[config.mk]
export PLATFORM = sky130hd
export DESIGN_NAME = iap_flash_write_buffer_ctrl
export DESIGN_NICKNAME = d
export VERILOG_FILES = /design/src/iap_pkg.sv /design/src/iap_flash_write_buffer_ctrl.sv
export VERILOG_INCLUDE_DIRS = /design/src
export SDC_FILE = /design/constraint.sdc
export NUM_CORES = 1
export LEC_CHECK = 0
export BUFFER_PORTS_ARGS = -buffer_cell sky130_fd_sc_hd__clkbuf_2
export CAP_MARGIN = 10
export CORE_ASPECT_RATIO = 2
export CORE_MARGIN = 5
export CORE_UTILIZATION = 62
export CTS_CLUSTER_DIAMETER = 120
export DETAILED_ROUTE_END_ITERATION = 8
export PLACE_DENSITY = 0.79
export SETUP_SLACK_MARGIN = 0.1
export SLEW_MARGIN = 20
export SYNTH_ARGS = -nofsm -noshare
export SYNTH_HDL_FRONTEND = slang
export SYNTH_SLANG_ARGS = --single-unit
export TNS_END_PERCENT = 1
[constraint.sdc]
create_clock -name i_mclk -period 3.9 [get_ports i_mclk]
set_clock_uncertainty 0.15 [all_clocks]
set_input_delay 0.39 -clock i_mclk [delete_from_list [all_inputs] [get_ports i_mclk]]
set_output_delay 0.39 -clock i_mclk [all_outputs]
set_load 0.02 [all_outputs]
[src/iap_params.svh]
`ifndef IAP_PARAMS_SVH
`define IAP_PARAMS_SVH
// register indices on the special function register port
`define IAP_IDX_OP_CTRL 4'h0
`define IAP_IDX_RST_KEY 4'h1
`define IAP_IDX_BUF_TIM 4'h2
`define IAP_IDX_ADDR_LO 4'h3
`define IAP_IDX_ADDR_HI 4'h4
`define IAP_IDX_D0_LO 4'h5
`define IAP_IDX_D0_HI 4'h6
`define IAP_IDX_D1_LO 4'h7
`define IAP_IDX_D1_HI 4'h8
`define IAP_IDX_D2_LO 4'h9
`define IAP_IDX_D2_HI 4'ha
`define IAP_IDX_D3_LO 4'hb
`define IAP_IDX_D3_HI 4'hc
// field positions
`define IAP_B_UNLOCKED 7
`define IAP_B_OPSEL_HI 6
`define IAP_B_OPSEL_LO 4
`define IAP_B_TRIGGER 3
`define IAP_B_PROG_GO 2
`define IAP_B_RD_PERMIT 1
`define IAP_B_RD_GO 0
`define IAP_B_TIMING 1
`define IAP_B_WIPE 0
`define IAP_RESET_BYTE 8'h00
`define IAP_ADDR_HI_MASK 8'h3f
`define IAP_PAGE_LAST 5'h1f
`define IAP_CHIP_RST_KEY 8'h55
// unlock key, data pairs one to three low then high
`define IAP_KEY_D1L 8'h00
`define IAP_KEY_D2L 8'h0d
`define IAP_KEY_D3L 8'hc3
`define IAP_KEY_D1H 8'h04
`define IAP_KEY_D2H 8'h09
`define IAP_KEY_D3H 8'h40
// timing in microseconds at 200 MHz (200 cycles per us)
`define IAP_CYC_PER_US 200
`define IAP_T_ERASE0_US 3200
`define IAP_T_WRITE0_US 2200
`define IAP_T_ERASE1_US 3700
`define IAP_T_WRITE1_US 3000
`define IAP_T_UNLOCK_US 100
`define IAP_T_READ_CYC 4
`endif

[src/iap_pkg.sv]
`default_nettype none
package iap_pkg;
  typedef enum logic [2:0] {
    OP_WRITE = 3'b000,
    OP_ERASE = 3'b001,
    OP_READ = 3'b011,
    OP_UNLOCK = 3'b110
  } op_sel_e;
  typedef enum logic [2:0] {
    ST_IDLE = 3'b000,
    ST_WIPE = 3'b001,
    ST_PROG = 3'b010,
    ST_READ = 3'b011
  } seq_state_e;
  typedef struct packed {
    logic we;
    logic [3:0] idx;
    logic [7:0] wdata;
  } sfr_req_s;
  typedef struct packed {
    logic [13:0] addr;
    logic [15:0] data;
    logic we;
    logic erase;
  } flash_cmd_s;
endpackage
`default_nettype wire

[src/iap_flash_write_buffer_ctrl.sv]
// Notes on behaviour
// - setting buffer wipe clears the whole buffer, then hardware drops the bit.
// - 32-word buffer is one page, selected by address bits 13..5.
// - writing data word0 high loads the combined 16-bit word at current address.
// - each such load increments the address and writes it back.
// - at low address bits 11111b the address stops incrementing.
// - buffer is cleared automatically when a flash write finishes.
// - writing data word0 low only updates that register.
// - unlocked bit set by hardware only; software may clear it, disabling updates.
// - operation select 000 write, 001 page erase, 011 read, 110 unlock.
// - unlock trigger starts a timer; hardware clears the trigger on expiry.
// - program go starts the selected write or erase, cleared on completion.
// - reads run only while read permit is high.
// - read go starts a flash read, cleared on completion.
// - cpu is stalled while a started operation is in progress.
// - writing 55h into the chip reset key resets the whole chip.
// - timing select 0 gives 3.2/2.2 ms, 1 gives 3.7/3.0 ms erase/write.
// - unimplemented bits of buffer control and address high read zero.
// - key 00,0d,c3 low then 04,09,40 high; wrong key keeps updates locked.
// - in erase mode each data word0 high write tags the address and advances.
`timescale 1ns/1ps
`default_nettype none
`include "iap_params.svh"
module iap_flash_write_buffer_ctrl #(
  parameter int unsigned ERASE0_CYC = `IAP_T_ERASE0_US * `IAP_CYC_PER_US,
  parameter int unsigned WRITE0_CYC = `IAP_T_WRITE0_US * `IAP_CYC_PER_US,
  parameter int unsigned ERASE1_CYC = `IAP_T_ERASE1_US * `IAP_CYC_PER_US,
  parameter int unsigned WRITE1_CYC = `IAP_T_WRITE1_US * `IAP_CYC_PER_US,
  parameter int unsigned UNLOCK_CYC = `IAP_T_UNLOCK_US * `IAP_CYC_PER_US
) (
  input wire logic i_mclk,
  input wire logic i_sys_rst,
  input wire iap_pkg::sfr_req_s i_sfr,
  input wire logic [3:0] i_sfr_ridx,
  input wire logic [15:0] i_flash_rdata,
  output logic [7:0] o_sfr_rdata,
  output logic o_cpu_stall,
  output logic o_chip_reset,
  output iap_pkg::flash_cmd_s o_flash_cmd,
  output logic o_flash_busy
);
  localparam int unsigned READ_CYC = `IAP_T_READ_CYC;

  logic [7:0] ctrl_ff, nxt_ctrl;
  logic [7:0] rkey_ff;
  logic [1:0] btim_ff, nxt_btim;
  logic [13:0] addr_ff, nxt_addr;
  logic [7:0] d_lo_ff [0:3];
  logic [7:0] d_hi_ff [0:3];
  logic [15:0] buf_ff [0:31];
  logic [31:0] tag_ff;
  logic [22:0] op_cnt_ff;
  logic [15:0] ulk_cnt_ff;
  logic [4:0] pidx_ff;
  iap_pkg::seq_state_e st_ff, nxt_st;
  logic [7:0] rdata_ff;
  logic stall_ff, crst_ff, busy_ff;
  iap_pkg::flash_cmd_s cmd_ff;

  // register port decode
  wire wr = i_sfr.we;
  wire wr_ctrl = wr && i_sfr.idx == `IAP_IDX_OP_CTRL;
  wire wr_rkey = wr && i_sfr.idx == `IAP_IDX_RST_KEY;
  wire wr_btim = wr && i_sfr.idx == `IAP_IDX_BUF_TIM;
  wire wr_alo = wr && i_sfr.idx == `IAP_IDX_ADDR_LO;
  wire wr_ahi = wr && i_sfr.idx == `IAP_IDX_ADDR_HI;
  wire wr_d0h = wr && i_sfr.idx == `IAP_IDX_D0_HI;
  wire [2:0] op_sel = ctrl_ff[`IAP_B_OPSEL_HI:`IAP_B_OPSEL_LO];
  wire unlocked = ctrl_ff[`IAP_B_UNLOCKED];
  wire is_write = op_sel == iap_pkg::OP_WRITE;
  wire is_erase = op_sel == iap_pkg::OP_ERASE;
  wire is_read = op_sel == iap_pkg::OP_READ;
  wire is_unlock = op_sel == iap_pkg::OP_UNLOCK;
  wire at_last = addr_ff[4:0] == `IAP_PAGE_LAST;
  wire load_word = wr_d0h && unlocked && (is_write || is_erase) && st_ff == iap_pkg::ST_IDLE;
  wire key_ok = d_lo_ff[1] == `IAP_KEY_D1L && d_lo_ff[2] == `IAP_KEY_D2L && d_lo_ff[3] == `IAP_KEY_D3L &&
                d_hi_ff[1] == `IAP_KEY_D1H && d_hi_ff[2] == `IAP_KEY_D2H && d_hi_ff[3] == `IAP_KEY_D3H;
  wire trig_on = ctrl_ff[`IAP_B_TRIGGER];
  wire ulk_done = trig_on && ulk_cnt_ff == 16'(UNLOCK_CYC - 1);
  wire [22:0] prog_len = btim_ff[`IAP_B_TIMING] ? (is_erase ? 23'(ERASE1_CYC) : 23'(WRITE1_CYC))
                                                : (is_erase ? 23'(ERASE0_CYC) : 23'(WRITE0_CYC));
  wire prog_start = ctrl_ff[`IAP_B_PROG_GO] && st_ff == iap_pkg::ST_IDLE && unlocked && (is_write || is_erase);
  wire read_start = ctrl_ff[`IAP_B_RD_GO] && st_ff == iap_pkg::ST_IDLE && ctrl_ff[`IAP_B_RD_PERMIT] && is_read;
  wire prog_end = st_ff == iap_pkg::ST_PROG && op_cnt_ff == prog_len - 23'h1;
  wire read_end = st_ff == iap_pkg::ST_READ && op_cnt_ff == 23'(READ_CYC - 1);
  wire wipe_end = st_ff == iap_pkg::ST_WIPE && pidx_ff == `IAP_PAGE_LAST;

  // sequencer next state
  always_comb begin
    nxt_st = st_ff;
    case (st_ff)
      iap_pkg::ST_IDLE: begin
        if (btim_ff[`IAP_B_WIPE]) begin
          nxt_st = iap_pkg::ST_WIPE;
        end else if (prog_start) begin
          nxt_st = iap_pkg::ST_PROG;
        end else if (read_start) begin
          nxt_st = iap_pkg::ST_READ;
        end
      end
      iap_pkg::ST_WIPE: if (wipe_end) nxt_st = iap_pkg::ST_IDLE;
      iap_pkg::ST_PROG: if (prog_end) nxt_st = iap_pkg::ST_WIPE;
      iap_pkg::ST_READ: if (read_end) nxt_st = iap_pkg::ST_IDLE;
      default: nxt_st = iap_pkg::ST_IDLE;
    endcase
  end

  // control register: software writes, hardware sets and clears
  always_comb begin
    nxt_ctrl = ctrl_ff;
    if (wr_ctrl) begin
      nxt_ctrl = i_sfr.wdata;
      nxt_ctrl[`IAP_B_UNLOCKED] = unlocked & i_sfr.wdata[`IAP_B_UNLOCKED];
      if (!i_sfr.wdata[`IAP_B_TRIGGER]) nxt_ctrl[`IAP_B_TRIGGER] = trig_on;
      if (!i_sfr.wdata[`IAP_B_PROG_GO]) nxt_ctrl[`IAP_B_PROG_GO] = ctrl_ff[`IAP_B_PROG_GO];
      if (!i_sfr.wdata[`IAP_B_RD_GO]) nxt_ctrl[`IAP_B_RD_GO] = ctrl_ff[`IAP_B_RD_GO];
      if (!is_unlock && i_sfr.wdata[`IAP_B_OPSEL_HI:`IAP_B_OPSEL_LO] != iap_pkg::OP_UNLOCK)
        nxt_ctrl[`IAP_B_TRIGGER] = trig_on;
    end
    if (ulk_done) begin
      nxt_ctrl[`IAP_B_TRIGGER] = 1'b0;
      if (key_ok && is_unlock) nxt_ctrl[`IAP_B_UNLOCKED] = 1'b1;
    end
    if (prog_end) nxt_ctrl[`IAP_B_PROG_GO] = 1'b0;
    if (read_end) nxt_ctrl[`IAP_B_RD_GO] = 1'b0;
    // a go bit that cannot start is dropped so the cpu is not left waiting
    if (ctrl_ff[`IAP_B_PROG_GO] && st_ff == iap_pkg::ST_IDLE && !prog_start && !btim_ff[`IAP_B_WIPE])
      nxt_ctrl[`IAP_B_PROG_GO] = 1'b0;
    if (ctrl_ff[`IAP_B_RD_GO] && st_ff == iap_pkg::ST_IDLE && !read_start && !prog_start && !btim_ff[`IAP_B_WIPE])
      nxt_ctrl[`IAP_B_RD_GO] = 1'b0;
  end

  // buffer control: wipe bit held until the clear sweep ends
  always_comb begin
    nxt_btim = btim_ff;
    if (wr_btim) nxt_btim = i_sfr.wdata[1:0] | {1'b0, btim_ff[`IAP_B_WIPE]};
    if (wipe_end) nxt_btim[`IAP_B_WIPE] = 1'b0;
  end

  // address: software write, else auto increment on word load
  always_comb begin
    nxt_addr = addr_ff;
    if (wr_alo) nxt_addr[7:0] = i_sfr.wdata;
    if (wr_ahi) nxt_addr[13:8] = i_sfr.wdata[5:0];
    if (load_word && !at_last) nxt_addr = addr_ff + 14'h1;
  end

  always_ff @(posedge i_mclk) begin
    if (i_sys_rst) begin
      ctrl_ff <= `IAP_RESET_BYTE;
      btim_ff <= 2'h0;
      addr_ff <= 14'h0;
      st_ff <= iap_pkg::ST_IDLE;
    end else begin
      ctrl_ff <= nxt_ctrl;
      btim_ff <= nxt_btim;
      addr_ff <= nxt_addr;
      st_ff <= nxt_st;
    end
  end

  // data pairs; pair zero also takes the read result
  always_ff @(posedge i_mclk) begin
    if (i_sys_rst) begin
      for (int i = 0; i < 4; i++) begin
        d_lo_ff[i] <= `IAP_RESET_BYTE;
        d_hi_ff[i] <= `IAP_RESET_BYTE;
      end
    end else begin
      for (int i = 0; i < 4; i++) begin
        if (wr && i_sfr.idx == 4'(`IAP_IDX_D0_LO + 2 * i)) d_lo_ff[i] <= i_sfr.wdata;
        if (wr && i_sfr.idx == 4'(`IAP_IDX_D0_HI + 2 * i)) d_hi_ff[i] <= i_sfr.wdata;
      end
      if (read_end) begin
        d_lo_ff[0] <= i_flash_rdata[7:0];
        d_hi_ff[0] <= i_flash_rdata[15:8];
      end
    end
  end

  // page buffer and erase tags, one word cleared per cycle
  always_ff @(posedge i_mclk) begin
    if (i_sys_rst) begin
      tag_ff <= 32'h0;
      pidx_ff <= 5'h0;
    end else begin
      if (st_ff == iap_pkg::ST_WIPE) begin
        buf_ff[pidx_ff] <= 16'h0;
        tag_ff[pidx_ff] <= 1'b0;
        pidx_ff <= pidx_ff + 5'h1;
      end else begin
        pidx_ff <= 5'h0;
        if (load_word) begin
          buf_ff[addr_ff[4:0]] <= {i_sfr.wdata, d_lo_ff[0]};
          tag_ff[addr_ff[4:0]] <= is_erase;
        end
      end
    end
  end

  // timers for the unlock window and the flash operation
  always_ff @(posedge i_mclk) begin
    if (i_sys_rst) begin
      ulk_cnt_ff <= 16'h0;
      op_cnt_ff <= 23'h0;
    end else begin
      ulk_cnt_ff <= (trig_on && !ulk_done) ? ulk_cnt_ff + 16'h1 : 16'h0;
      op_cnt_ff <= (st_ff == iap_pkg::ST_PROG || st_ff == iap_pkg::ST_READ) && !prog_end && !read_end
                   ? op_cnt_ff + 23'h1 : 23'h0;
    end
  end

  // read mux, reserved bits zero
  wire [7:0] rd_mux =
    i_sfr_ridx == `IAP_IDX_OP_CTRL ? ctrl_ff :
    i_sfr_ridx == `IAP_IDX_RST_KEY ? rkey_ff :
    i_sfr_ridx == `IAP_IDX_BUF_TIM ? {6'h0, btim_ff} :
    i_sfr_ridx == `IAP_IDX_ADDR_LO ? addr_ff[7:0] :
    i_sfr_ridx == `IAP_IDX_ADDR_HI ? ({2'h0, addr_ff[13:8]} & `IAP_ADDR_HI_MASK) :
    i_sfr_ridx >= `IAP_IDX_D0_LO && i_sfr_ridx <= `IAP_IDX_D3_HI ?
      (i_sfr_ridx[0] ? d_lo_ff[2'((i_sfr_ridx - `IAP_IDX_D0_LO) >> 1)]
                     : d_hi_ff[2'((i_sfr_ridx - `IAP_IDX_D0_HI) >> 1)]) : 8'h00;

  // registered outputs; the flash command word mirrors the running operation
  always_ff @(posedge i_mclk) begin
    if (i_sys_rst) begin
      rkey_ff <= `IAP_RESET_BYTE;
      rdata_ff <= 8'h00;
      stall_ff <= 1'b0;
      crst_ff <= 1'b0;
      busy_ff <= 1'b0;
      cmd_ff <= '0;
    end else begin
      if (wr_rkey) rkey_ff <= i_sfr.wdata;
      crst_ff <= wr_rkey && i_sfr.wdata == `IAP_CHIP_RST_KEY;
      rdata_ff <= rd_mux;
      stall_ff <= nxt_st == iap_pkg::ST_PROG || nxt_st == iap_pkg::ST_READ;
      busy_ff <= nxt_st != iap_pkg::ST_IDLE;
      cmd_ff.addr <= addr_ff;
      cmd_ff.data <= buf_ff[addr_ff[4:0]];
      cmd_ff.we <= nxt_st == iap_pkg::ST_PROG && is_write;
      cmd_ff.erase <= nxt_st == iap_pkg::ST_PROG && is_erase;
    end
  end

  assign o_sfr_rdata = rdata_ff;
  assign o_cpu_stall = stall_ff;
  assign o_chip_reset = crst_ff;
  assign o_flash_cmd = cmd_ff;
  assign o_flash_busy = busy_ff;

  a_wipe_clears: assert property (@(posedge i_mclk) disable iff (i_sys_rst)
    $rose(st_ff == iap_pkg::ST_WIPE) |-> ##[31:32] !btim_ff[`IAP_B_WIPE]) else $error("wipe did not end");
  a_addr_incr: assert property (@(posedge i_mclk) disable iff (i_sys_rst)
    load_word && !at_last && !wr_alo && !wr_ahi |=> addr_ff == $past(addr_ff) + 14'h1) else $error("no incr");
  a_page_stop: assert property (@(posedge i_mclk) disable iff (i_sys_rst)
    load_word && at_last |=> addr_ff == $past(addr_ff)) else $error("address passed page end");
  a_unlock_sw: assert property (@(posedge i_mclk) disable iff (i_sys_rst)
    !unlocked && !ulk_done |=> !unlocked) else $error("unlocked set without key");
  a_trig_end: assert property (@(posedge i_mclk) disable iff (i_sys_rst)
    ulk_done |=> !trig_on) else $error("trigger not cleared");
  a_stall_prog: assert property (@(posedge i_mclk) disable iff (i_sys_rst)
    st_ff == iap_pkg::ST_PROG |-> o_cpu_stall) else $error("cpu not stalled");
  a_read_gate: assert property (@(posedge i_mclk) disable iff (i_sys_rst)
    st_ff == iap_pkg::ST_IDLE && !ctrl_ff[`IAP_B_RD_PERMIT] |=> st_ff != iap_pkg::ST_READ) else $error("read w/o permit");
  a_chip_rst: assert property (@(posedge i_mclk) disable iff (i_sys_rst)
    wr_rkey && i_sfr.wdata == `IAP_CHIP_RST_KEY |=> o_chip_reset) else $error("no chip reset");
  a_prog_wipe: assert property (@(posedge i_mclk) disable iff (i_sys_rst)
    prog_end |=> st_ff == iap_pkg::ST_WIPE) else $error("buffer not cleared after write");
endmodule
`default_nettype wire

* Word-level counts from Yosys, hierarchy flattened
Memory sizes are Yosys's and may differ from the RTL's. A register that Yosys moved wholly into a read port is not among the register bits.
Cells that the tools add are included.
** Operators by class
- Order comparisons :: 2
- Equal/unequal tests :: 36
- Reductions and logical operators :: 76
- Add/sub/neg operators :: 7
- Mux-type cells :: 76
- Bitwise operators :: 16
** Operator list (count)
- 8-bit 2-to-1 mux :: 19
- 1-bit logical AND :: 46
- 1-bit 2-to-1 mux :: 43
- 20-bit 2-to-1 mux :: 2
- 23-bit by 1-bit adder with 23-bit output, second input constant :: 1
- 23-bit by 2-bit == test with 1-bit output, second input constant :: 1
- 23-bit == test :: 1
- 20-bit by 1-bit subtractor with 21-bit output, second input constant :: 1
- 4-bit by 3-bit == test with 1-bit output, second input constant :: 5
- 4-bit == test, second input constant :: 5
- 18-bit 2-to-1 mux :: 1
- 3-bit 2-to-1 mux :: 6
- 16-bit by 1-bit adder with 16-bit output, second input constant :: 1
- 16-bit by 15-bit == test with 1-bit output, second input constant :: 1
- 4-bit by 2-bit == test with 1-bit output, second input constant :: 4
- 8-bit by 4-bit == test with 1-bit output, second input constant :: 2
- 8-bit by 7-bit == test with 1-bit output, second input constant :: 2
- 16-bit 2-to-1 mux :: 1
- 16-bit OR reduction :: 1
- 3-bit by 2-bit == test with 1-bit output, second input constant :: 5
- 14-bit by 1-bit adder with 14-bit output, second input constant :: 1
- 14-bit 2-to-1 mux :: 1
- 3-bit one-hot mux with 4 select lines :: 1
- 5-bit == test, second input constant :: 2
- other kinds (27) :: 60
** Word-level totals
- Bits in writable memories :: 576
- Register bits :: 106
- Input bits :: 35
- Memories kept :: 3
** Memory list
- buf_ff :: depth 32, width 16, read ports 1, clocked after Yosys merged registers in 1, write ports 1, RTL line iap_flash_write_buffer_ctrl.sv:50 : logic [15:0] buf_ff [0:31];
- d_hi_ff :: depth 4, width 8, read ports 4, clocked after Yosys merged registers in 0, write ports 4, RTL line iap_flash_write_buffer_ctrl.sv:49 : logic [7:0] d_hi_ff [0:3];
- d_lo_ff :: depth 4, width 8, read ports 5, clocked after Yosys merged registers in 0, write ports 4, RTL line iap_flash_write_buffer_ctrl.sv:48 : logic [7:0] d_lo_ff [0:3];

* Depth between registers and ports, before layout
Gate-level depths: netlist of run 1.
- Depth after elaboration :: 11
- Depth in mapped cells :: 11
- Depth with buffers taken out :: 9

* Worst setup path before layout of run 1
Ideal clock, no wire load.
- Kind :: input -> register
- From :: input port i_sfr[8] in the netlist's numbering
- To :: memory buf_ff[20][0], enable pin
- Slack :: 414 ps
- Data arrival time :: 2923 ps
- Setup time :: 413 ps
- Required time :: 3337 ps
- Cell stages on the path :: 6
- Path buffers :: 1
- Path through :: buf_2 -> and2b_1 -> nand4_1 -> nand2b_1 -> o31ai_1 -> nor3b_1
** Between the ends
- Word-level cells in the longest chain between the ends :: 11
** Ends and longest elaborated chain
- start, declared :: RTL line iap_flash_write_buffer_ctrl.sv:33 : input wire iap_pkg::sfr_req_s i_sfr,
- 4-bit by 3-bit == test with 1-bit output (*)
- 1-bit logical AND (*)
- 1-bit logical AND (*) (3 in series) :: RTL line iap_flash_write_buffer_ctrl.sv:75 : wire load_word = wr_d0h && unlocked && (is_write || is_erase) && st_ff == iap_pkg::ST_IDLE;
- 1-bit 2-to-1 mux (*) :: RTL line iap_flash_write_buffer_ctrl.sv:193 : if (load_word) begin
- 1-bit 2-to-1 mux (*) :: RTL line iap_flash_write_buffer_ctrl.sv:187 : if (st_ff == iap_pkg::ST_WIPE) begin
- 1-bit 2-to-1 mux (*) :: RTL line iap_flash_write_buffer_ctrl.sv:183 : if (i_sys_rst) begin
- 1-bit 2-to-1 mux (not written as such) (*) :: RTL line iap_flash_write_buffer_ctrl.sv:194 : buf_ff[addr_ff[4:0]] <= {i_sfr.wdata, d_lo_ff[0]};
- 16-bit OR reduction (no line)
- 5-bit 2-to-1 mux (no line) / 1-bit 2-to-1 mux (equally long branches)
- end, declared :: RTL line iap_flash_write_buffer_ctrl.sv:50
Mark *: on every way between the ends. The rest lies on a longest branch, timed or not.

* Final worst setup path of run 1
- From :: register ctrl_ff[6]
- To :: memory buf_ff[22][3], enable pin
** Between the ends
- Word-level cells in the longest chain between the ends :: 10
** Ends and longest elaborated chain
- start, declared :: RTL line iap_flash_write_buffer_ctrl.sv:44 : logic [7:0] ctrl_ff, nxt_ctrl;
- start signal, assigned :: RTL line iap_flash_write_buffer_ctrl.sv:150 : ctrl_ff <= `IAP_RESET_BYTE;
- start signal, assigned :: RTL line iap_flash_write_buffer_ctrl.sv:155 : ctrl_ff <= nxt_ctrl;
- 3-bit by 1-bit == test with 1-bit output / 3-bit logical NOT (equally long branches) :: RTL line iap_flash_write_buffer_ctrl.sv:71, iap_flash_write_buffer_ctrl.sv:70
- 1-bit logical OR (*) :: RTL line iap_flash_write_buffer_ctrl.sv:75
- 1-bit logical AND (*) (2 in series) :: RTL line iap_flash_write_buffer_ctrl.sv:75
- 1-bit 2-to-1 mux (*) :: RTL line iap_flash_write_buffer_ctrl.sv:193
- 1-bit 2-to-1 mux (*) :: RTL line iap_flash_write_buffer_ctrl.sv:187
- 1-bit 2-to-1 mux (*) :: RTL line iap_flash_write_buffer_ctrl.sv:183
- 1-bit 2-to-1 mux (not written as such) (*) :: RTL line iap_flash_write_buffer_ctrl.sv:194
- 16-bit OR reduction (no line)
- 5-bit 2-to-1 mux (no line) / 1-bit 2-to-1 mux (equally long branches)
Marked as above.

==> results of run 1 <==
layout make-up:
cell class	count	share of cell area
flip-flops and latches	698	0.621
clock inverters	37	0.0101
clock buffers	67	0.0473
well taps	560	0.0220
multi-input cells	834	0.261
inverters	17	0.00201
repair buffers	169	0.0367
worst max path at each step:
stage                    end  cells after the start       start  slack [ps]
3_5_place_dp   buf_ff[16][5]                      9    i_sfr[8]         580
5_1_grt        buf_ff[22][6]                      8  ctrl_ff[6]         480
3_3_place_gp   buf_ff[19][3]                      9    i_sfr[8]         720
2_1_floorplan  buf_ff[20][0]                      6    i_sfr[8]         410
6_report       buf_ff[22][3]                      8  ctrl_ff[6]         700
4_1_cts        buf_ff[27][5]                      8  ctrl_ff[6]         540
critical path, cell delays in order, from the launching register on:
cell	delay (ps)
dfxtp_1	370
nor3b_1	390
nand4_1	230
nor2_1	270
buf_4	310
a32oi_1	290
clkbuf_4	300
nor3b_2	210
buf_4	350
placed cells by master (no fill, tap or decap), types with 15 or more instances in the layout:
cell type,count
a21oi_1,36
a22o_1,32
and2_1,74
buf_4,69
clkbuf_16,57
clkbuf_2,77
dfxtp_1,118
dlygate4sd3_1,16
edfxtp_1,576
ha_1,18
inv_1,16
mux4_2,170
nand2_1,57
nand3_1,29
nand4_1,15
nor2_1,101
nor2b_1,15
nor3_1,25
nor3_2,24
o21ai_0,23
xnor2_1,23
xor2_1,22
sequential cells by signal, summed over array words and instances (netlist names):
| signal | cells |
|---|---|
| buf_ff | 512 |
| btim_ff | 2 |
| d_lo_ff | 32 |
| o_sfr_rdata | 8 |
| op_cnt_ff | 23 |
| rkey_ff | 8 |
| o_flash_busy | 1 |
| o_chip_reset | 1 |
| o_cpu_stall | 1 |
| d_hi_ff | 32 |
| ulk_cnt_ff | 16 |
| st_ff | 3 |
| pidx_ff | 5 |
| o_flash_cmd | 32 |
| addr_ff | 14 |
| ctrl_ff | 8 |
layer usage:
metal  vias to the layer above  global-route usage
met5                         -                   0
met4                         0               0.131
met3                       198              0.0330
met2                       738               0.528
met1                      8043               0.299
li1                       6802                   -
stage by stage:
stage	setup WS [ps]	util	total power, mW
after floorplan	414	-	8.41
final	704	0.705	14.1
after CTS	542	0.703	14.1
after global placement	717	0.659	8.57
after global routing	485	0.705	14.5
after detailed placement	578	0.659	8.57
logic make-up (layout without fill, tap and decap cells):
group / after synthesis / after routing / synth area share
fa+ha+maj: 18 / 18 / 0.00796
xor+xnor: 45 / 45 / 0.0139
compound gates: 149 / 149 / 0.0369
other cells: 1 / 1 / 0.000133
simple gates: 435 / 435 / 0.0832
buf+inv: 102 / 290 / 0.0153
flops: 698 / 698 / 0.698
mux: 186 / 186 / 0.145
where the power goes:
part | total, mW | internal (mW) | switching, mW
sequential | 8.07 | 8.02 | 0.0514
clock | 5.65 | 3.03 | 2.62
combinational | 0.358 | 0.136 | 0.223
total | 14.1 | 11.2 | 2.89
==> impl_metrics.env, run 1 <==
export IMPL_status="finished clean"
export IMPL_nets=1828
export IMPL_crit_reg2reg_launch="ctrl_ff[6]"
export IMPL_r2r_slack_ps=700
export IMPL_postCtsResizedCells=0
export IMPL_post_cts_setup_inserts=0
export IMPL_footprint_of_the_multi_input_gates_um2=8300
export IMPL_initial_utilization=0.626
export IMPL_synthTopCellsByArea="edfxtp_1 61%, mux4_2 14%, dfxtp_1 8.6%"
export IMPL_first_global_vias=16400
export IMPL_detail_route_wl_per_cell_um=29.0
export IMPL_whs_ps=32.2
export IMPL_accumulated_negative_setup_slack_ps=0
export IMPL_die_h_um=312
export IMPL_timing_critical_path_from_type="flop"
export IMPL_synthesis_yosys_warnings=0
export IMPL_worstReg2RegEnd="buf_ff[22][3]"
export IMPL_slew_headroom=0.257
export IMPL_wl_met1_mm=21.5
export IMPL_worst_slew_pin_transition_ps=1100
export IMPL_fillerInstances=2787
export IMPL_detailedRoute_firstIterationViolations=1278
export IMPL_clock_pin_slew_on_the_worst_setup_and_hold_paths_ps=70
export IMPL_vias_per_cell=6.63
export IMPL_core_rowCount=110
export IMPL_inserted_clock_buffers=55
export IMPL_max_cap_violations=0
export IMPL_timing_hold_violations_final=0
export IMPL_drive_gt1_frac=0.254
export IMPL_drt_first_pass_iters=6
export IMPL_power_per_cell_area_nw_per_um2=443
export IMPL_number_of_enable_flip_flop_cells_after_synthesis=576
export IMPL_routed_via_count=15800
export IMPL_postCtsHoldBufs=16
export IMPL_synthesis_area_per_instance_um2=17.3
export IMPL_hold_path_end="ctrl_ff[6]"
export IMPL_tritoncts="built"
export IMPL_io_buffers=77
export IMPL_insertedDiodeCount=0
export IMPL_vdd_ir_drop_max_v=0.000450
export IMPL_clockBufferDepth=3
export IMPL_antenna_violations_before_repair=0
export IMPL_synth_top_flop_cell="edfxtp_1"
export IMPL_design_core_area_um2=45100
export IMPL_remaining_drc_errors=0
export IMPL_syn_instance_count=1634
export IMPL_synth_seq_cells=698
export IMPL_top_layer="met4"
export IMPL_cts_root_buffer="clkbuf_16"
export IMPL_wl_met3_mm=4.08
export IMPL_drv_slew=0
export IMPL_synth_async_sr_flop_share=0
export IMPL_synth_cell_area_um2=28300
export IMPL_congestion_overflow_gr=0
export IMPL_worst_r2r_cell_count=8
export IMPL_synth_top_area_frac=0.612
export IMPL_synth_most_common_cell="edfxtp_1"
export IMPL_syn_num_nets=1687
export IMPL_share_of_the_cycle_needed_by_the_critical_path_after_routing=0.820
export IMPL_route_antenna_remaining_nets=0
export IMPL_synth_top_cell_by_area="edfxtp_1"
export IMPL_chipWidth_um=161
export IMPL_die_area_um2=50200
export IMPL_post_route_min_period_ps=3200
export IMPL_final_area_um2=31800
export IMPL_synth_cell_types=66
export IMPL_leakage_nw=11.5
export IMPL_fmax_mhz=313
export IMPL_hold_class="in2reg"
export IMPL_worst_setup_path_end_kind="flop"
export IMPL_h_tree_depth=2
export IMPL_required_ps=4020
export IMPL_groute_usage_overall=0.276
export IMPL_whs_path_depth=2
export IMPL_place_detailed_instances=2259
export IMPL_worst_setup_path_type="reg2reg"
export IMPL_yosysSeqAreaShare=0.698
export IMPL_worstHoldStart="i_sys_rst"
export IMPL_worst_skew_pair_late_latency_ps=600
export IMPL_cts_sinks=698
export IMPL_gp_congestion=0.994
export IMPL_layout_area_seq_um2=19700
export IMPL_wl_met2_mm=39.6
export IMPL_totalWireLength_mm=69.0
export IMPL_rsz0062_at_grt="false"
export IMPL_crit_arrival_ps=3320
export IMPL_grt_first_pass_wirelength_mm=103
export IMPL_area_growth_syn_to_layout_pct=12.5
export IMPL_post_dp_hpwl_mm=45.5
export IMPL_dpl_cell_area_um2=29800
export IMPL_finish_cell_count_without_fillers=2382
export IMPL_synth_top_cells_by_count="576 x edfxtp_1, 170 x mux4_2, 122 x dfxtp_1"
export IMPL_io_pins=78
export IMPL_crit_path_max_fo=19
export IMPL_report_final_setup_viol=0
export IMPL_grt_start_max_net_pins=94
Note: power is estimated with default switching activity, not from simulation.
==> inputs of run 2 (changes only) <==
==> constraint.sdc (replaced) <==
create_clock -name i_mclk -period 3.1 [get_ports i_mclk]
set_clock_uncertainty 0.15 [all_clocks]
set_input_delay 0.31 -clock i_mclk [delete_from_list [all_inputs] [get_ports i_mclk]]
set_output_delay 0.31 -clock i_mclk [all_outputs]
set_load 0.02 [all_outputs]
==> run 2 against run 1 <==
  * Wire length is 3.8% higher
  * Global-route usage is 1.2 points higher
  * Register-to-register slack worse by 460 ps
  * Cell count is 1.9% higher
  * Sequential cell count stayed put
  * Critical path depth is 3 lower
  * Non-clock buffer count is 43 higher
  * Cell area is 1.9% higher
  * Power is 28% higher
  * Critical endpoint is now ctrl_ff[7]
==> impl_metrics.env, run 2 (synthesized netlist as in run 1, its figures left out) <==
export IMPL_status="finished clean"
export IMPL_hold_class="in2reg"
export IMPL_drive_gt1_frac=0.274
export IMPL_p_int_mw=14.4
export IMPL_totalWireLength_mm=71.7
export IMPL_timing_critical_path_from="d_hi_ff[1][2]"
export IMPL_whs_ps=80.1
export IMPL_sw_frac_of_total=0.201
export IMPL_comb_power_share=0.026
export IMPL_remaining_drc_errors=0
export IMPL_report_final_setup_viol=0
export IMPL_slowest_cell_on_the_critical_path="or4_1"
export IMPL_layout_cells_most_common_list="576 x edfxtp_1, 170 x mux4_2, 118 x dfxtp_1, 100 x nor2_1, 98 x buf_4"
export IMPL_first_global_vias=17000
export IMPL_post_cts_setup_inserts=0
export IMPL_clock_power_share=0.411
export IMPL_worstPathBufferInverterCount=0
export IMPL_share_of_the_cycle_needed_by_the_critical_path_after_routing=0.920
export IMPL_regMostFlops="buf_ff"
export IMPL_path_cells="nor4bb_1 -> nand4_1 -> or4_1 -> or4_1 -> a21oi_1"
export IMPL_inserted_clock_buffers=56
export IMPL_largest_register_ff_count=512
export IMPL_worst_setup_path_end_kind="flop"
export IMPL_grt_start_max_net_pins=66
export IMPL_dpl_cell_area_um2=30200
export IMPL_route_antenna_remaining_nets=0
export IMPL_slew_headroom=0.350
export IMPL_post_route_min_period_ps=2850
export IMPL_layout_area_seq_um2=19700
export IMPL_grt_first_pass_wirelength_mm=107
export IMPL_critical_path_max_stage_delay_ps=700
export IMPL_final_area_um2=32400
export IMPL_power_per_cell_area_nw_per_um2=556
export IMPL_crit_reg2reg_launch="d_hi_ff[1][2]"
export IMPL_detail_route_wl_per_cell_um=29.5
export IMPL_design_core_area_um2=45100
export IMPL_required_ps=3450
export IMPL_final_core_util=0.718
export IMPL_chipWidth_um=161
export IMPL_drt_first_pass_iters=5
export IMPL_layout_cells_most_common="edfxtp_1"
export IMPL_worstHoldStart="i_sfr[9]"
export IMPL_insertedDiodeCount=0
export IMPL_io_buffers=77
export IMPL_detailedRoute_firstIterationViolations=1212
export IMPL_relative_contribution_of_sequential_cells_to_total_power=0.562
export IMPL_die_area_um2=50200
export IMPL_clock_pin_slew_on_the_worst_setup_and_hold_paths_ps=70
export IMPL_core_rowCount=110
export IMPL_top_cell_by_count_worst_path="or4_1"
export IMPL_timing_hold_violations_final=0
export IMPL_initial_utilization=0.626
export IMPL_fillerInstances=2757
export IMPL_drv_slew=0
export IMPL_nets=1872
export IMPL_worst_slew_pin_transition_ps=971
export IMPL_place_detailed_instances=2301
export IMPL_crit_path_max_fo=2
export IMPL_die_h_um=312
export IMPL_groute_usage_overall=0.288
export IMPL_accumulated_negative_setup_slack_ps=0
export IMPL_max_cap_violations=0
export IMPL_vdd_ir_drop_max_v=0.000525
export IMPL_critical_path_top_delay_family="simple AND/OR/NAND/NOR gates"
export IMPL_antenna_violations_before_repair=0
export IMPL_cts_sinks=698
export IMPL_congestion_overflow_gr=0
export IMPL_crit_arrival_ps=3210
export IMPL_clockBufferDepth=3
export IMPL_finish_cell_count_without_fillers=2427
export IMPL_area_growth_syn_to_layout_pct=14.7
export IMPL_tritoncts="built"
export IMPL_rsz0062_at_grt="false"
export IMPL_worst_setup_path_type="reg2reg"
export IMPL_routed_via_count=16000
export IMPL_net_switching_power_mw=3.62
export IMPL_worst_skew_pair_late_latency_ps=590
export IMPL_gp_congestion=0.979
export IMPL_h_tree_depth=2
export IMPL_fmax_mhz=351
export IMPL_footprint_of_the_multi_input_gates_um2=8340
export IMPL_io_pins=78
export IMPL_vias_per_cell=6.59
export IMPL_leakage_nw=11.9
export IMPL_post_dp_hpwl_mm=47.8
export IMPL_timing_critical_path_from_type="flop"
export IMPL_cts_root_buffer="clkbuf_16"
run 2: changes by cell type in the layout (fill, tap and decap cells not counted), sizes merged:
cell,delta
buf,+42
bufinv,+3
clkbuf,+9
clkinv,-7
clkinvlp,-4
dlygate4sd3,+1
inv,+1
run 2: final timing paths:
path                                     end  slack (ps)  cells after the start
worst max-delay path              ctrl_ff[7]         250                      5
worst min-delay path              addr_ff[2]          80                      3
worst max register to register    ctrl_ff[7]         250                      5
worst min register to register  op_cnt_ff[0]         320                      1
run 2: layer usage:
metal / track usage / routed length [um] / vias up
met5: 0 / 0 / -
met4: 0.140 / 4080 / 0
met3: 0.0295 / 4060 / 204
met2: 0.558 / 41200 / 777
met1: 0.309 / 22400 / 8129
li1: - / - / 6884
run 2: tightest hold or removal path: cells and delay by family:
family	cells	cell delay, ps
buffers and inverters	1	150
AO/OA/AOI/OAI	1	100
AND/OR/NAND/NOR	1	210
run 2: per-stage QoR:
stage | power (mW) | worst slack (ps)
floorplan | 10.6 | -301
global placement | 10.8 | 77.2
detailed placement | 10.8 | -8.26
CTS | 18.1 | 32.9
global route | 18.6 | 134
finish | 18.0 | 248
run 2: area by class of cell:
cell class                      count  share of cell area
Timing Repair Buffer              212              0.0510
Tap cell                          560              0.0216
Clock inverter                     30              0.0109
Clock buffer                       76              0.0484
Multi-Input combinational cell    834               0.257
Inverter                           17             0.00197
Sequential cell                   698               0.609
run 2: timing repair:
action                                 CTS  global route
hold buffers                            17             0
gates resized for setup                  1             7
pin swaps                                0             0
endpoints found under the hold margin   22             0
setup endpoints to repair              269           378
run 2: power groups by stage:
stage / Clock (mW) / Sequential (mW) / Combinational [mW]
after global routing: 7.92 / 10.1 / 0.495
after CTS: 7.50 / 10.1 / 0.467
final: 7.42 / 10.1 / 0.474
after global placement: 0 / 10.4 / 0.442
after floorplan: 0 / 10.3 / 0.238
after detailed placement: 0 / 10.4 / 0.449
==> inputs of run 3 (changes only) <==
--- a/config.mk
+++ b/config.mk
@@ -6,6 +6,7 @@
 export SDC_FILE = /design/constraint.sdc
 export NUM_CORES = 1
 export LEC_CHECK = 0
+export ABC_AREA = 1
 export BUFFER_PORTS_ARGS = -buffer_cell sky130_fd_sc_hd__clkbuf_2
 export CAP_MARGIN = 10
 export CORE_ASPECT_RATIO = 2
==> run 3 against run 2 <==
  * Sequential share of layout area fell by 0.31 points
  * Cell count rose by 42%
  * Count of clock-buffer cells in the layout fell by 17
  * Sequential power barely moved
  * Non-clock buffer count fell by 23
  * Critical endpoint is now buf_ff[22][13]
==> impl_metrics.env, run 3 <==
export IMPL_clockBufferDepth=3
export IMPL_grt_first_pass_wirelength_mm=120
export IMPL_crit_path_max_fo=16
export IMPL_final_area_um2=32600
export IMPL_route_antenna_remaining_nets=0
export IMPL_slew_headroom=0.364
export IMPL_vias_per_cell=6.12
export IMPL_leakage_nw=13.1
export IMPL_cts_sinks=698
export IMPL_net_switching_power_mw=3.74
export IMPL_worstPathBufferInverterCount=1
export IMPL_accumulated_negative_setup_slack_ps=0
export IMPL_io_pins=78
export IMPL_groute_usage_overall=0.307
export IMPL_rsz0062_at_grt="false"
export IMPL_regMostFlops="buf_ff"
export IMPL_congestion_overflow_gr=0
export IMPL_fillerInstances=3290
export IMPL_drv_slew=0
export IMPL_detailedRoute_firstIterationViolations=1928
export IMPL_totalWireLength_mm=79.3
export IMPL_cts_root_buffer="clkbuf_16"
export IMPL_worst_setup_path_type="reg2reg"
export IMPL_first_global_vias=21500
export IMPL_initial_utilization=0.625
export IMPL_gp_congestion=0.945
export IMPL_die_area_um2=51700
export IMPL_post_route_min_period_ps=2780
export IMPL_timing_hold_violations_final=0
export IMPL_synthTopCellsByArea="edfxtp_1 59%, dfxtp_1 8.4%, nor2_1 6.5%"
export IMPL_antenna_violations_before_repair=0
export IMPL_synth_cell_types=46
export IMPL_path_cells="nor2_4 -> nand2_2 -> nor2_2 -> nand3_4 -> o21ai_1 -> nand3_1 -> nor2_1 -> buf_4"
export IMPL_finalWorstSetupSlack_ps=321
export IMPL_layout_cells_most_common="edfxtp_1"
export IMPL_hold_class="in2reg"
export IMPL_crit_arrival_ps=2910
export IMPL_synth_most_common_cell="edfxtp_1"
export IMPL_report_final_setup_viol=0
export IMPL_remaining_drc_errors=0
export IMPL_critical_path_top_delay_family="simple AND/OR/NAND/NOR gates"
export IMPL_chipWidth_um=163
export IMPL_inserted_clock_buffers=55
export IMPL_critical_path_max_stage_delay_ps=430
export IMPL_vdd_ir_drop_max_v=0.000688
export IMPL_syn_num_nets=2728
export IMPL_footprint_of_the_multi_input_gates_um2=8190
export IMPL_layout_cells_most_common_list="576 x edfxtp_1, 490 x nor2_1, 344 x o21ai_0, 323 x nand2_1, 170 x inv_1"
export IMPL_share_of_the_cycle_needed_by_the_critical_path_after_routing=0.896
export IMPL_syn_instance_count=2675
export IMPL_required_ps=3230
export IMPL_design_core_area_um2=46700
export IMPL_synthesis_yosys_warnings=0
export IMPL_timing_critical_path_from_type="flop"
export IMPL_dpl_cell_area_um2=30600
export IMPL_number_of_enable_flip_flop_cells_after_synthesis=576
export IMPL_clock_power_share=0.391
export IMPL_max_cap_violations=0
export IMPL_fmax_mhz=360
export IMPL_grt_start_max_net_pins=160
export IMPL_relative_contribution_of_sequential_cells_to_total_power=0.573
export IMPL_post_dp_hpwl_mm=52.4
export IMPL_p_int_mw=14.0
export IMPL_sw_frac_of_total=0.211
export IMPL_drt_first_pass_iters=6
export IMPL_slowest_cell_on_the_critical_path="o21ai_1"
export IMPL_worst_slack_at_placement_ps=320
export IMPL_core_rowCount=112
export IMPL_comb_power_share=0.036
export IMPL_clock_pin_slew_on_the_worst_setup_and_hold_paths_ps=70
export IMPL_yosysSeqAreaShare=0.677
export IMPL_worst_slew_pin_transition_ps=954
export IMPL_synth_seq_cells=698
export IMPL_worst_skew_pair_late_latency_ps=610
export IMPL_synth_top_flop_cell="edfxtp_1"
export IMPL_layout_area_seq_um2=19700
export IMPL_synth_top_cell_by_area="edfxtp_1"
export IMPL_synth_async_sr_flop_share=0
export IMPL_io_buffers=77
export IMPL_synth_cell_area_um2=29200
export IMPL_synthesis_area_per_instance_um2=10.9
export IMPL_tritoncts="built"
export IMPL_die_h_um=317
export IMPL_worst_setup_path_end_kind="flop"
export IMPL_status="finished clean"
export IMPL_detail_route_wl_per_cell_um=23.0
export IMPL_nets=2833
export IMPL_h_tree_depth=2
export IMPL_power_per_cell_area_nw_per_um2=543
export IMPL_drive_gt1_frac=0.104
export IMPL_largest_register_ff_count=512
export IMPL_insertedDiodeCount=0
export IMPL_area_growth_syn_to_layout_pct=11.8
export IMPL_synth_top_area_frac=0.593
export IMPL_synth_top_cells_by_count="576 x edfxtp_1, 506 x nor2_1, 346 x o21ai_0"
export IMPL_post_cts_setup_inserts=0
export IMPL_routed_via_count=21100
run 3: cell families (layout without fill, tap and decap cells):
group	count (synthesis)	count (layout)	synth area share
and+or+nand+nor	1030	1030	0.145
AOI/OAI and AO/OA	579	579	0.118
buffers and inverters	319	469	0.0437
other	1	1	0.000129
adders and majority gates	18	18	0.00772
xor gates and xnor gates	30	30	0.00901
DFF	698	698	0.677
run 3: routing by layer:
metal / track usage / part of all wire / wire [um]
met3: 0.0332 / 0.061 / 4880
met1: 0.328 / 0.33 / 26000
met2: 0.566 / 0.53 / 42200
met5: 0 / 0 / 0
met4: 0.204 / 0.079 / 6250
run 3: worst paths after layout:
kind                       from             end  slack, ps  depth (start not counted)
hold reg to reg   ulk_cnt_ff[0]   ulk_cnt_ff[0]        320                          1
setup reg to reg     ctrl_ff[6]  buf_ff[22][13]        320                          8
hold / removal        i_sys_rst        st_ff[0]         60                          4
setup / recovery     ctrl_ff[6]  buf_ff[22][13]        320                          8
run 3: final cells by class:
| type | count | area share |
|---|---|---|
| multi-input cells | 1658 | 0.251 |
| well taps | 627 | 0.0241 |
| clock buffers | 59 | 0.0427 |
| repair buffers | 189 | 0.0442 |
| flip-flops and latches | 698 | 0.606 |
| clock inverters | 43 | 0.0110 |
| inverters | 178 | 0.0207 |
run 3: power by group through the flow:
stage	registers, mW	clock network (mW)	logic, mW
2_1_floorplan	10.4	0	0.341
4_1_cts	10.2	6.98	0.633
5_1_grt	10.1	7.38	0.697
3_5_place_dp	10.4	0	0.605
3_3_place_gp	10.4	0	0.600
6_report	10.1	6.92	0.640
run 3: metrics by stage:
stage,std cells,utilization,total power [mW],hold slack [ps]
2_1_floorplan,2675,-,10.7,237
5_1_grt,3452,0.698,18.2,83.7
3_5_place_dp,3325,0.655,11.0,304
4_1_cts,3452,0.698,17.8,11.3
3_3_place_gp,3325,0.655,11.0,276
6_report,3452,0.698,17.7,59.2
run 3: worst register-to-register path, stage by stage, from the launching register on:
cell     delay, ps
dfxtp_1        370
nor2_4         210
nand2_2        100
nor2_2         190
nand3_4        210
o21ai_1        430
nand3_1        250
nor2_1         220
buf_4          320
run 3: what timing repair did:
item / in CTS / in global routing
endpoints found under the hold margin: 28 / 0
endpoints found under the setup margin: 0 / 23
resized for setup: 0 / 1
hold buffers: 25 / 0
